--- config.mk ---
export PLATFORM = sky130hd
export DESIGN_NAME = frame_byte_counter_limit
export DESIGN_NICKNAME = d
export VERILOG_FILES = /design/src/pkg/tally_pkg.sv /design/src/verilog/frame_byte_counter_limit.sv /design/src/verilog/limit_compare.sv
export SDC_FILE = /design/constraint.sdc
export NUM_CORES = 1
export LEC_CHECK = 0
export BUFFER_PORTS_ARGS = -buffer_cell sky130_fd_sc_hd__buf_2
export CAP_MARGIN = 20
export CELL_PAD_IN_SITES_DETAIL_PLACEMENT = 1
export CELL_PAD_IN_SITES_GLOBAL_PLACEMENT = 1
export CORE_MARGIN = 10
export CORE_UTILIZATION = 47
export CTS_BUF_LIST = sky130_fd_sc_hd__clkbuf_8 sky130_fd_sc_hd__clkbuf_16
export CTS_CLUSTER_SIZE = 28
export DETAILED_ROUTE_END_ITERATION = 12
export GPL_TIMING_DRIVEN = 0
export PLACE_DENSITY = 0.83
export SLEW_MARGIN = 20
export SYNTH_ARGS = -nofsm -noshare
export SYNTH_HDL_FRONTEND = slang
export SYNTH_SLANG_ARGS = --single-unit
--- constraint.sdc ---
create_clock -name ref_clk -period 3.08 [get_ports ref_clk]
set_clock_uncertainty 0.05 [all_clocks]
set_input_delay 0.462 -clock ref_clk [delete_from_list [all_inputs] [get_ports ref_clk]]
set_output_delay 0.462 -clock ref_clk [all_outputs]
set_load 0.01 [all_outputs]
--- src/pkg/tally_pkg.sv ---
// Package for the frame byte tally and threshold block.
// Assumes an 8-bit register port with one-cycle-late read data.
package tally_pkg;
  localparam int unsigned TALLY_W          = 12;
  localparam int unsigned ADDR_W           = 3;
  // Register indices on the byte-wide port
  localparam logic [2:0]  COUNT_LOW_ADDR   = 3'h0;
  localparam logic [2:0]  COUNT_HIGH_ADDR  = 3'h1;
  localparam logic [2:0]  LIMIT_LOW_ADDR   = 3'h2;
  localparam logic [2:0]  LIMIT_HIGH_ADDR  = 3'h3;
  localparam logic [2:0]  EVENT_MASK_ADDR  = 3'h4;
  localparam logic [2:0]  EVENT_STAT_ADDR  = 3'h5;
  // Field positions
  localparam int unsigned HIGH_NIB_LSB     = 0;
  localparam int unsigned HIGH_NIB_W       = 4;
  localparam int unsigned TX_EVT_BIT       = 0;
  localparam int unsigned RX_EVT_BIT       = 1;
  // Reset values
  localparam logic [11:0] TALLY_RST        = 12'h000;
  localparam logic [11:0] LIMIT_RST        = 12'h000;
  localparam logic [1:0]  MASK_RST         = 2'h3;
  localparam logic [7:0]  UNMAPPED_RD      = 8'h00;

  typedef enum logic [1:0] {
    DIR_IDLE = 2'b00,
    DIR_TX   = 2'b01,
    DIR_RX   = 2'b10
  } dir_t;
endpackage

--- src/verilog/frame_byte_counter_limit.sv ---
// Frame byte tally with programmable 12-bit threshold and masked event output.
// Assumes byte strobes from the transmit and receive paths, one cycle each,
// and a byte-wide register port with read data one cycle after the strobe.
//
// Contract
// - One 12-bit tally shared by TX and RX, read as low byte and high nibble.
// - TX counts each byte sent after the delimiter; CRC bytes never counted.
// - RX counts each byte written to receive FIFO, including PHY header and CRC; the code skips FIFO bytes flagged rxPreambleByte.
// - After reset the tally low byte and high nibble read zero.
// - High tally bits 7 to 4 reserved; write zero, reads undefined.
// - Writable 8-bit low threshold, reset zero, compared against active direction.
// - TX tally reaching threshold raises event when TX event unmasked.
// - RX tally reaching threshold raises event when RX event unmasked.
// - Reaching threshold never affects state machines or FIFO, only the event.
// - Upper four threshold bits in bits 3-0 of separate register, reset zero.
//
// Implementation choices: the plain strobed port and the placing of the registers.
`timescale 1ns/100ps
`default_nettype none
module frame_byte_counter_limit (
  input  wire logic                        ref_clk,
  input  wire logic                        rst_n,
  // Register port
  input  wire logic [tally_pkg::ADDR_W-1:0] regAddr,
  input  wire logic [7:0]                  regWrData,
  input  wire logic                        regWrite,
  input  wire logic                        regRead,
  output logic      [7:0]                  regRdData,
  // Transmit path
  input  wire logic                        txFrameStart,
  input  wire logic                        txByteSent,
  input  wire logic                        txAfterDelim,
  input  wire logic                        txCrcByte,
  // Receive path
  input  wire logic                        rxFrameStart,
  input  wire logic                        rxFifoWrite,
  input  wire logic                        rxPreambleByte,
  // Events to the embedded controller
  output logic                             tx_threshold_event,
  output logic                             rx_threshold_event
);
  // Tally and threshold
  logic [tally_pkg::TALLY_W-1:0] running_byte_tally;
  logic [tally_pkg::TALLY_W-1:0] next_running_byte_tally;
  logic [tally_pkg::TALLY_W-1:0] tally_threshold;
  logic [tally_pkg::TALLY_W-1:0] next_tally_threshold;

  // Mask, sticky status and event pulses; bit 0 TX, bit 1 RX
  logic [1:0]                    eventMask;
  logic [1:0]                    next_eventMask;
  logic [1:0]                    eventStat;
  logic [1:0]                    next_eventStat;
  logic [1:0]                    eventPulse;
  logic [1:0]                    next_eventPulse;
  logic [1:0]                    dirHit;

  // Register port
  logic [7:0]                    next_regRdData;
  logic                          wrLimitLow;
  logic                          wrLimitHigh;
  logic                          wrMask;
  logic                          wrStat;

  // Direction and byte qualification
  tally_pkg::dir_t               dir;
  tally_pkg::dir_t               next_dir;
  logic                          txQualByte;
  logic                          rxQualByte;
  logic                          countByte;
  logic                          frameStart;
  logic                          hit;

  assign frameStart = txFrameStart || rxFrameStart;

  // Direction follows the most recent frame start; TX wins if both start at once
  always_comb begin
    next_dir = dir;
    case (dir)
      tally_pkg::DIR_IDLE: begin
        if (txFrameStart) begin
          next_dir = tally_pkg::DIR_TX;
        end else if (rxFrameStart) begin
          next_dir = tally_pkg::DIR_RX;
        end
      end

      tally_pkg::DIR_TX: begin
        // A receive start hands the shared tally over to RX
        if (rxFrameStart && !txFrameStart) begin
          next_dir = tally_pkg::DIR_RX;
        end
      end

      tally_pkg::DIR_RX: begin
        if (txFrameStart) begin
          next_dir = tally_pkg::DIR_TX;
        end
      end

      default: begin
        next_dir = tally_pkg::DIR_IDLE;
      end
    endcase
  end

  // Byte qualification per direction
  assign txQualByte = txByteSent && txAfterDelim && !txCrcByte;
  assign rxQualByte = rxFifoWrite && !rxPreambleByte;

  // Only the latched direction counts; the other path's strobes are ignored
  always_comb begin
    countByte = 1'b0;
    case (dir)
      tally_pkg::DIR_TX: begin
        countByte = txQualByte;
      end

      tally_pkg::DIR_RX: begin
        countByte = rxQualByte;
      end

      default: begin
        countByte = 1'b0;
      end
    endcase
  end

  // Tally: cleared at frame start, software writes ignored to keep it sane
  always_comb begin
    next_running_byte_tally = running_byte_tally;
    if (frameStart) begin
      next_running_byte_tally = tally_pkg::TALLY_RST;
    end else if (countByte) begin
      next_running_byte_tally = running_byte_tally + 12'h001;
    end
  end

  // Write decode; tally indices decode to nothing, so stray writes fall away
  assign wrLimitLow  = regWrite
                       && (regAddr == tally_pkg::LIMIT_LOW_ADDR);
  assign wrLimitHigh = regWrite
                       && (regAddr == tally_pkg::LIMIT_HIGH_ADDR);
  assign wrMask      = regWrite
                       && (regAddr == tally_pkg::EVENT_MASK_ADDR);
  assign wrStat      = regWrite
                       && (regAddr == tally_pkg::EVENT_STAT_ADDR);

  // Threshold; the high write keeps only the nibble, reserved bits dropped
  always_comb begin
    next_tally_threshold = tally_threshold;
    if (wrLimitLow) begin
      next_tally_threshold[7:0] = regWrData;
    end
    if (wrLimitHigh) begin
      next_tally_threshold[11:8] = regWrData[3:0];
    end
  end

  always_ff @(posedge ref_clk or negedge rst_n) begin
    if (!rst_n) begin
      tally_threshold <= tally_pkg::LIMIT_RST;
    end else begin
      tally_threshold <= next_tally_threshold;
    end
  end

  // Mask: 1 holds the event back, status still records the hit
  always_comb begin
    next_eventMask = eventMask;
    if (wrMask) begin
      next_eventMask = regWrData[1:0];
    end
  end

  always_ff @(posedge ref_clk or negedge rst_n) begin
    if (!rst_n) begin
      eventMask <= tally_pkg::MASK_RST;
    end else begin
      eventMask <= next_eventMask;
    end
  end

  // Hit split by the direction that owns the tally
  assign dirHit[tally_pkg::TX_EVT_BIT] = hit
                                         && (dir == tally_pkg::DIR_TX);
  assign dirHit[tally_pkg::RX_EVT_BIT] = hit
                                         && (dir == tally_pkg::DIR_RX);

  // Events are pulses; they feed nothing back into the datapath
  for (genvar g = 0; g < 2; g++) begin : g_dir
    always_comb begin
      next_eventPulse[g] = dirHit[g] && !eventMask[g];
      next_eventStat[g]  = eventStat[g];
      if (wrStat && regWrData[g]) begin
        next_eventStat[g] = 1'b0;
      end
      // Set wins over a simultaneous clear, so no hit is lost
      if (dirHit[g]) begin
        next_eventStat[g] = 1'b1;
      end
    end

    always_ff @(posedge ref_clk or negedge rst_n) begin
      if (!rst_n) begin
        eventPulse[g] <= 1'b0;
        eventStat[g]  <= 1'b0;
      end else begin
        eventPulse[g] <= next_eventPulse[g];
        eventStat[g]  <= next_eventStat[g];
      end
    end
  end

  assign tx_threshold_event = eventPulse[tally_pkg::TX_EVT_BIT];
  assign rx_threshold_event = eventPulse[tally_pkg::RX_EVT_BIT];

  // Read mux; reserved bits return zero
  always_comb begin
    next_regRdData = tally_pkg::UNMAPPED_RD;
    if (regRead) begin
      case (regAddr)
        tally_pkg::COUNT_LOW_ADDR: begin
          next_regRdData = running_byte_tally[7:0];
        end

        // Reserved high bits always read zero
        tally_pkg::COUNT_HIGH_ADDR: begin
          next_regRdData = {4'h0, running_byte_tally[11:8]};
        end

        tally_pkg::LIMIT_LOW_ADDR: begin
          next_regRdData = tally_threshold[7:0];
        end
        tally_pkg::LIMIT_HIGH_ADDR: begin
          next_regRdData = {4'h0, tally_threshold[11:8]};
        end

        tally_pkg::EVENT_MASK_ADDR: begin
          next_regRdData = {6'h00, eventMask};
        end

        tally_pkg::EVENT_STAT_ADDR: begin
          next_regRdData = {6'h00, eventStat};
        end
        default: begin
          next_regRdData = tally_pkg::UNMAPPED_RD;
        end
      endcase
    end
  end

  limit_compare u_limit_compare (
    .ref_clk    (ref_clk),
    .rst_n      (rst_n),
    .tally      (running_byte_tally),
    .limit      (tally_threshold),
    .frameStart (frameStart),
    .hit        (hit)
  );

  // Idle until the first frame start, so no byte counts before it
  always_ff @(posedge ref_clk or negedge rst_n) begin
    if (!rst_n) begin
      dir <= tally_pkg::DIR_IDLE;
    end else begin
      dir <= next_dir;
    end
  end

  // Wraps at 12 bits; a frame that long meets the limit again but gives no second hit until next frame
  always_ff @(posedge ref_clk or negedge rst_n) begin
    if (!rst_n) begin
      running_byte_tally <= tally_pkg::TALLY_RST;
    end else begin
      running_byte_tally <= next_running_byte_tally;
    end
  end

  // Read data stands one cycle, then returns to zero
  always_ff @(posedge ref_clk or negedge rst_n) begin
    if (!rst_n) begin
      regRdData <= 8'h00;
    end else begin
      regRdData <= next_regRdData;
    end
  end
endmodule
`default_nettype wire

--- src/verilog/limit_compare.sv ---
// Limit comparator: flags the cycle the tally first equals the limit.
// Assumes tally and limit are registered in the same clock domain.
`timescale 1ns/100ps
`default_nettype none
module limit_compare (
  input  wire logic                         ref_clk,
  input  wire logic                         rst_n,
  input  wire logic [tally_pkg::TALLY_W-1:0] tally,
  input  wire logic [tally_pkg::TALLY_W-1:0] limit,
  input  wire logic                         frameStart,
  output logic                              hit
);
  logic equalNow;
  logic armed;
  logic next_armed;

  assign equalNow = (tally == limit);

  // One event per frame; re-armed at each frame start
  always_comb begin
    next_armed = armed;
    if (frameStart) begin
      next_armed = 1'b1;
    end else if (equalNow && armed) begin
      next_armed = 1'b0;
    end
  end

  always_ff @(posedge ref_clk or negedge rst_n) begin
    if (!rst_n) begin
      armed <= 1'b0;
    end else begin
      armed <= next_armed;
    end
  end

  assign hit = equalNow && armed && !frameStart;
endmodule
`default_nettype wire

# == Word level (Yosys, flattened, before mapping) ==
# Cells that the tools add are included.
# word_totals
regBits,41
latchBits,0
mem_bits_rw,0
romBits,0
wordCells,69
mem_count,0
# classes
n_addsub,1
multipliers,0
n_div,0
n_lt_le_gt_ge,0
n_eq_ne,11
shifts,0
mux,16
n_bitwise,0
n_reduce_logical,30
# ops
cell,n
$pmux 8 s6,1
$mux 12,2
$logic_and 1x1->1,16
$add 12x1->12 const B,1
$eq 12x12->1,1
$mux 2,4
$mux 8,1
$reduce_bool 2->1,4
$eq 3x2->1 const B,2
$eq 3x3->1 const B,2
$logic_not 1->1,6
$mux 1,6
$pmux 2 s3,1
$ne 2x2->1 const B,2
$eq 3x1->1 const B,1
$logic_not 3->1,1
$ne 3x3->1 const B,1
$reduce_and 3->1,1
$eq 2x1->1 const B,1
$eq 2x2->1 const B,1
$logic_not 2->1,1
$pmux 1 s2,1
$logic_or 1x1->1,1

# == Depth between registers and ports, before layout ==
# Gate-level depths: netlist of the first run.
# depth
depth_word,5
depth_mapped,6

# == Hierarchy ==
# Synthesis of the first run repeated with hierarchy kept, for this count alone.
# unflattened
hier_cells,193
hier_area_um2,2177.1
# by_module_without_submodules
mod,instances,cells_per_inst,area_each_um2,seq_area_each_um2
frame_byte_counter_limit,1,172,2004.4,1003.5
limit_compare,1,21,172.7,25.0

# == Least setup slack after synthesis of the first run ==
# OpenSTA, ideal clock, no wires.
# synth_timing
path_kind,register to register
startpoint,reg dir[1]
endpoint,reg running_byte_tally[10] (netlist name)
setup_time_ns,0.120
arrival_time_ns,1.477
slack_ns,1.433
path_stages_with_launch,7
n_path_buf,0
period_less_slack_ns,1.647
cell_sequence,dfrtp_1 > inv_1 > ha_1 > nand4b_1 > a21oi_2 > a21oi_1 > a31o_2
# synth_between
elab_chain_len,3
# synth_lines
element,line_no,source
start: declaration,frame_byte_counter_limit.sv:65,tally_pkg::dir_t dir;
start signal: assignment,frame_byte_counter_limit.sv:264,dir <= tally_pkg::DIR_IDLE;
start signal: assignment,frame_byte_counter_limit.sv:266,dir <= next_dir;
$eq 2x2->1 or $eq 2x1->1 (tied branches),frame_byte_counter_limit.sv:113,case (dir)
$pmux 1 s2 (*),frame_byte_counter_limit.sv:113,
$reduce_bool 2->1 (no source line) (*),--,
end signal: assignment,frame_byte_counter_limit.sv:273,running_byte_tally <= tally_pkg::TALLY_RST;
end signal: assignment,frame_byte_counter_limit.sv:275,running_byte_tally <= next_running_byte_tally;
end: declaration,frame_byte_counter_limit.sv:43,logic [tally_pkg::TALLY_W-1:0] running_byte_tally;
# Mark *: on every way between the ends. The rest lies on a longest branch, timed or not.
# A chain may end at the register's enable or synchronous reset.

# == Worst setup path in the final report of the first run ==
# layout_timing
startpoint,reg dir[1]
endpoint,reg running_byte_tally[4] (netlist name)
# The elaborated chain is that of the path after synthesis.

==> results.yml, run 1 <==
sta:
  rsz0062_at_grt: "false"
  hold_ws_ns: 0.237
  final.setup.tns_ns: 0
  clock.fmax_ghz: 0.514
  finalSetupViolations: 0
  fin_crit_ns: 1.94
  slew_headroom_pct: 39.5
  period_share_pct: 63.1
  tightestPinTransition_ns: 0.907
  final-hold-violation-count: 0
  slew_viol_final: 0
floorplanning:
  die-width_microns: 88.1
  core_area_sq_um: 4410
  io_pins: 32
  dieArea_sq_um: 7760
  die_h_microns: 88.1
  start_util_pct: 49.3
  placementRows: 24
outcome:
  status: "completed"
yosys:
  synth_compound_area_share_pct: 9.36
  yosys-top-cells-area: "dfrtp_1 45%, mux2_2 7.8%, xor2_1 5.6%"
  ys_seq_area_share_pct: 47.2
  avgSynthCellArea_sq_um: 11.3
  synthArstFlopShare_pct: 100
  synth-seq-cells: 41
  synth_xor_area_share_pct: 6.84
  synth_top_area_share_pct: 44.8
  synthCells: 193
  synthMuxAreaShare_pct: 15.2
  yosysMostFrequentCell: "dfrtp_1"
  yosys_most_used_dff: "dfrtp_1"
  syn_area_sq_um: 2180
  yosysWarnings: 0
  synth_top_cell_by_area: "dfrtp_1"
  synthSimpleGateAreaFrac_pct: 16.9
  ys_top_cells_by_count: "39 x dfrtp_1, 19 x nor2_1, 15 x mux2_2, 15 x nand2_1, 14 x xor2_1"
  synth-edff-count: 0
  synth_fa_ha_area_share_pct: 2.30
  synthesis.nets: 219
  synth_top_family_by_area: "simple AND/OR/NAND/NOR gates"
  synthDistinctLibCells: 47
drt:
  dr.pass1.iters: 4
  routed_via_density: 5.90
  routedWlPerCell_microns: 19.4
  dr_total_vias: 1677
  drtIter0Drc: 48
  drc: 0
  drtAntennaViolNets: 0
  routed_wl_mm: 5.50
clocking:
  cts_resized: 0
  cts.sinks: 41
  clkTransAtPathRegs_ns: 0.08
  h-tree-depth: 2
  cts_hold_buffers: 0
  cts_buffer_depth: 2
  root_buffer: "clkbuf_8"
  clk_latency_ns: 0.30
  post_cts_buffers: 0
  cts_tree: "done"
  cts_buffers: 5
grt:
  grt_first_pass_wirelength_mm: 9.09
  grt_usage_pct: 15.2
  grt_pass1_vias: 1834
  grt_overflow: 0
  antenna_found_initial: 0
  grt_max_degree: 42
worst_hold_path:
  worstHoldPathType: "in -> async"
placement:
  placed_cells: 276
  io_buffers: 31
  hpwl_mm: 4.12
  place_congestion: 0.802
setup_path:
  crit_fanout: 5
  crit_required_ns: 3.23
  cp-end-kind: "register"
  critical_path_arrival_ns: 2.09
  cpPeakStageDelay_ns: 0.40
  crit_buf_inv: 1
  start_kind: "register"
  critPathKind: "reg -> reg"
  cp_slowest_cell: "dfrtp_1"
  cp_cell_sequence: "inv_1 > ha_1 > nand4b_1 > a21oi_2 > a21oi_1 > a31o_2"
  critical-path-top-delay-family: "compound AO/OA/AOI/OAI gates"
final_layout:
  stdcell_count: 284
  synthToLayoutAreaGrowth_pct: 15.5
  drive_gt1_share_pct: 32.8
  num_antenna_cells: 0
  nNetsFinal: 257
run:
  drv_cap: 0
pwr:
  power_density_nw_per_um2: 575
  ir_drop_v: 0.000410
  power_leakage_nw: 1.24
-- worst reg2reg max path: stages (launching register included) --
cell      delay (ns)
dfrtp_1         0.40
inv_1           0.15
ha_1            0.25
nand4b_1        0.28
a21oi_2         0.34
a21oi_1         0.13
a31o_2          0.23
-- metrics by stage --
step                instance area, sq um  util (%)  setup slack (ns)  total power [W]
CTS                                 2510      57.0              1.14          0.00146
floorplan                           2180         -              1.43         0.000895
finish                              2510      57.0              1.14          0.00145
global route                        2510      57.0              1.06          0.00152
global placement                    2400      54.3              1.22         0.000984
detailed placement                  2400      54.3              1.20          0.00101
-- state kept, by name, indices dropped and copies added (netlist names), 2 cells and up --
register / count
tally_threshold: 12
eventMask: 2
dir: 2
eventStat: 2
regRdData: 8
running_byte_tally: 12
-- cell usage in the layout (no fill, tap or decap), types with 2 or more instances in the layout --
| cell type | netlist | routed |
|---|---|---|
| a211oi_1 | 2 | 2 |
| a21oi_1 | 6 | 6 |
| a31o_2 | 5 | 5 |
| and3_1 | 3 | 3 |
| buf_2 | 2 | 33 |
| clkbuf_8 | 0 | 6 |
| dfrtp_1 | 39 | 39 |
| dfstp_2 | 2 | 2 |
| ha_1 | 4 | 4 |
| inv_1 | 7 | 8 |
| mux2_2 | 15 | 15 |
| mux2i_1 | 9 | 9 |
| mux4_2 | 2 | 2 |
| nand2_1 | 15 | 15 |
| nand3_1 | 4 | 4 |
| nand3b_1 | 2 | 2 |
| nand4_1 | 5 | 5 |
| nor2_1 | 19 | 19 |
| nor2b_1 | 2 | 2 |
| nor4_1 | 2 | 2 |
| nor4_2 | 2 | 2 |
| o211ai_1 | 3 | 3 |
| o21ai_0 | 2 | 2 |
| o31ai_1 | 2 | 2 |
| xnor2_1 | 3 | 3 |
| xor2_1 | 14 | 14 |
-- cells by family after synthesis --
kind of cell / after synthesis
buf+inv: 11
compound gates: 27
simple gates: 66
fa+ha+maj: 4
mux: 27
flops: 41
xor+xnor: 17
-- report_power, final --
| part | total, W | internal [W] | switching (W) |
|---|---|---|---|
| clock | 0.000452 | 0.000261 | 0.000191 |
| sequential | 0.000662 | 0.000606 | 0.0000561 |
| combinational | 0.000332 | 0.000149 | 0.000183 |
-- area by class of cell --
cell class	instances	area, sq um
Buffer	4	21.3
Clock buffer	6	82.6
Clock inverter	2	33.8
Fill cell	489	1900
Inverter	7	26.3
Multi-Input combinational cell	141	1100
Sequential cell	41	1030
Tap cell	52	65.1
Timing Repair Buffer	31	155
-- worst paths after layout --
check / startpoint / end / cells past startpoint / slack [ns]
worst min-delay path: rst_n / tally_threshold[7] / 1 / 0.24
max in group asynchronous: rst_n / running_byte_tally[2] / 1 / 2.18
worst max-delay path: dir[1] / running_byte_tally[4] / 6 / 1.14
worst max register to register: dir[1] / running_byte_tally[4] / 6 / 1.14
min in group ref_clk: regWrData[7] / tally_threshold[7] / 2 / 0.34
worst min register to register: eventStat[0] / eventStat[0] / 2 / 0.45
-- per-layer routing --
metal	global-route usage, %	share of wire [%]	vias to the layer above
met4	4.71	1.9	0
met1	18.0	43	846
li1	-	-	780
met3	4.83	5.1	11
met5	0	0	-
met2	25.5	50	40
Note: power is estimated with default switching activity, not from simulation.
==> inputs of run 2 (changes only) <==
--- a/config.mk
+++ b/config.mk
@@ -5,17 +5,18 @@
 export SDC_FILE = /design/constraint.sdc
 export NUM_CORES = 1
 export LEC_CHECK = 0
+export ABC_AREA = 1
 export BUFFER_PORTS_ARGS = -buffer_cell sky130_fd_sc_hd__buf_2
 export CAP_MARGIN = 20
 export CELL_PAD_IN_SITES_DETAIL_PLACEMENT = 1
 export CELL_PAD_IN_SITES_GLOBAL_PLACEMENT = 1
 export CORE_MARGIN = 10
-export CORE_UTILIZATION = 47
+export CORE_UTILIZATION = 37
 export CTS_BUF_LIST = sky130_fd_sc_hd__clkbuf_8 sky130_fd_sc_hd__clkbuf_16
 export CTS_CLUSTER_SIZE = 28
 export DETAILED_ROUTE_END_ITERATION = 12
 export GPL_TIMING_DRIVEN = 0
-export PLACE_DENSITY = 0.83
+export PLACE_DENSITY = 0.76
 export SLEW_MARGIN = 20
 export SYNTH_ARGS = -nofsm -noshare
 export SYNTH_HDL_FRONTEND = slang
==> constraint.sdc (replaced) <==
create_clock -name ref_clk -period 1.6 [get_ports ref_clk]
set_clock_uncertainty 0.05 [all_clocks]
set_input_delay 0.24 -clock ref_clk [delete_from_list [all_inputs] [get_ports ref_clk]]
set_output_delay 0.24 -clock ref_clk [all_outputs]
set_load 0.01 [all_outputs]
==> run 2 against run 1 <==
  * Non-clock buffer count increased by 7
  * First-iteration DRC count increased by 77%
  * Combinational power increased by 130%
  * Final cell count increased by 49%
  * Critical endpoint is now running_byte_tally[5]
  * Setup slack got worse by 1.1 ns
  * Core utilization decreased by 11 points
  * Synthesized cell count increased by 55%
  * Routed wire length increased by 18%
  * Critical path depth increased by 3
  * Global-route usage decreased by 1.9 points
  * Largest cell class unchanged
  * Hold slack got worse by 0.19 ns
==> results.yml, run 2 <==
outcome:
  status: "completed"
yosys:
  synthArstFlopShare_pct: 100
  synth_top_cell_by_area: "dfrtp_1"
  avgSynthCellArea_sq_um: 7.51
  ys_top_cells_by_count: "91 x nand2_1, 39 x dfrtp_1, 35 x inv_1"
  yosys_most_used_dff: "dfrtp_1"
  synthDistinctLibCells: 26
  syn_area_sq_um: 2250
  synth-seq-cells: 41
  synthCells: 300
  synth_top_area_share_pct: 43.3
  yosys-top-cells-area: "dfrtp_1 43%, nand2_1 15%, inv_1 5.8%"
  synthesis.nets: 326
  ys_seq_area_share_pct: 45.7
  yosysWarnings: 0
  synth-edff-count: 0
  yosysMostFrequentCell: "nand2_1"
drt:
  routedWlPerCell_microns: 15.4
  routed_wl_mm: 6.51
  dr.pass1.iters: 4
  dr_wl_met3_microns: 229
  drtAntennaViolNets: 0
  drc: 0
  route.met2.wl_mm: 3.22
  drtIter0Drc: 85
  routed_via_density: 5.04
  routedLengthMet1_mm: 2.98
  top_layer_used: "met4"
  dr_total_vias: 2125
sta:
  period_share_pct: 98.0
  fin_ws_ns: 0.0322
  rsz0062_at_grt: "true"
  tightestPinTransition_ns: 0.971
  fin_crit_ns: 1.57
  clock.fmax_ghz: 0.638
  finalSetupViolations: 0
  final-hold-violation-count: 0
  slew_viol_final: 0
  final.setup.tns_ns: 0
  slew_headroom_pct: 35.3
pwr:
  p_int_w: 0.00176
  switchingPower_w: 0.000954
  power_density_nw_per_um2: 996
  swShare_pct: 35.1
  p_comb_share_pct: 27.9
  finalPower_w: 0.00272
  ir_drop_v: 0.000621
  power_leakage_nw: 1.39
  sequentialPowerShare_pct: 46.1
  clockPowerShare_pct: 26.0
clocking:
  cts_hold_buffers: 0
  clkTransAtPathRegs_ns: 0.09
  cts_buffers: 5
  cts_buffer_depth: 2
  h-tree-depth: 2
  clk_latency_ns: 0.30
  cts.sinks: 41
  cts_tree: "done"
  root_buffer: "clkbuf_8"
setup_path:
  r2r_slack_ns: 0.03
  ff2ff_path_depth: 9
  start_kind: "register"
  r2r-end: "running_byte_tally[5]"
  critPathKind: "reg -> reg"
  critical_path_arrival_ns: 1.74
  crit_fanout: 7
  r2r_start: "dir[1]"
  cp-end-kind: "register"
  crit_required_ns: 1.78
final_layout:
  synthToLayoutAreaGrowth_pct: 21.2
  nNetsFinal: 372
  final_common_cell: "nand2_1"
  stdcell_count: 422
  mostFrequentLayoutCells: "88 x nand2_1, 38 x dfrtp_1, 33 x inv_1"
  drive_gt1_share_pct: 25.1
  num_antenna_cells: 0
  nFillCells: 757
  top_regs: "running_byte_tally: 12 flops, tally_threshold: 12 flops, regRdData: 8 flops"
grt:
  grt_usage_pct: 13.3
  antenna_found_initial: 0
  grt_max_degree: 42
  grt_overflow: 0
  grt_pass1_vias: 2189
  grt_first_pass_wirelength_mm: 10.5
floorplanning:
  placementRows: 28
  core_area_sq_um: 5920
  start_util_pct: 38.0
  dieArea_sq_um: 9610
  die_h_microns: 98.0
  io_pins: 32
  die-width_microns: 98.0
placement:
  hpwl_mm: 4.75
  io_buffers: 31
  place_ws_ns: -0.190
  placed_cells: 406
  place_congestion: 0.793
worst_hold_path:
  worstHoldPathType: "in -> async"
run:
  drv_cap: 0
==> run 2: cell types whose count changed after synthesis, moves of 11 or more <==
cell     before  now
inv_2         0   11
inv_1         7   35
nand3_1       4   16
nand2_1      15   91
xor2_1       14    0
o21ai_0       2   16
mux2_2       15    0
==> run 2: cells by family after synthesis <==
| group | share of synthesized area [%] |
|---|---|
| and+or+nand+nor | 30.8 |
| buffers and inverters | 8.61 |
| AOI/OAI and AO/OA | 10.2 |
| DFF | 45.7 |
| xor gates and xnor gates | 1.56 |
| adders and majority gates | 2.22 |
| muxes | 1.00 |
==> run 2: metal layers <==
| layer | track usage (%) | up-vias |
|---|---|---|
| met4 | 3.69 | 0 |
| met5 | 0 | - |
| met1 | 16.0 | 1032 |
| li1 | - | 1050 |
| met3 | 2.96 | 8 |
| met2 | 23.0 | 35 |
==> run 2: how the worst max path moves through the flow <==
stage | start | to | slack, ns | depth (start not counted)
after detailed placement | dir[1] | running_byte_tally[7] | -0.19 | 9
after CTS | dir[0] | running_byte_tally[6] | 0.01 | 10
after global routing | dir[1] | running_byte_tally[7] | -0.06 | 9
after floorplan | dir[1] | running_byte_tally[6] | 0.16 | 10
after global placement | dir[1] | running_byte_tally[7] | -0.13 | 9
final | dir[1] | running_byte_tally[5] | 0.03 | 9
==> run 2: layout make-up <==
| type | count | area [sq um] | share of cell area [%] |
|---|---|---|---|
| multi-input cells | 210 | 1080 | 39.6 |
| flip-flops and latches | 41 | 1030 | 37.7 |
| repair buffers | 39 | 233 | 8.52 |
| inverters | 46 | 175 | 6.42 |
| well taps | 75 | 93.8 | 3.44 |
| clock buffers | 5 | 68.8 | 2.52 |
| plain buffers | 3 | 31.3 | 1.15 |
| clock inverters | 3 | 17.5 | 0.642 |
==> run 2: critical path, stage by stage (launching register included) <==
cell and delay [ns]:
dfrtp_1 0.43, inv_2 0.13, ha_4 0.16, nand4_1 0.09
nand2_2 0.10, nand2_4 0.11, inv_4 0.10, buf_8 0.12
nand2_1 0.05, a21oi_1 0.15
==> run 2: per-stage QoR <==
| step | instance area, sq um | utilization (%) | hold WS, ns |
|---|---|---|---|
| finish | 2730 | 46.1 | 0.0444 |
| global route | 2730 | 46.1 | 0.0900 |
| CTS | 2620 | 44.3 | 0.0778 |
| detailed placement | 2500 | 42.2 | 0.408 |
| global placement | 2500 | 42.2 | 0.396 |
| floorplan | 2250 | - | -0.106 |
==> run 2: power by group through the flow <==
stage,logic (W),clock network (W),registers [W]
floorplan,0.000418,0,0.00124
global placement,0.000583,0,0.00126
detailed placement,0.000605,0,0.00126
CTS,0.000677,0.000718,0.00125
global route,0.000868,0.000753,0.00127
finish,0.000760,0.000706,0.00125
==> run 2: what timing repair did <==
action	in CTS	in global routing
gates cloned	0	1
pin swaps	0	7
setup endpoints to repair	11	10
gates resized for setup	8	10
setup buffers	1	6
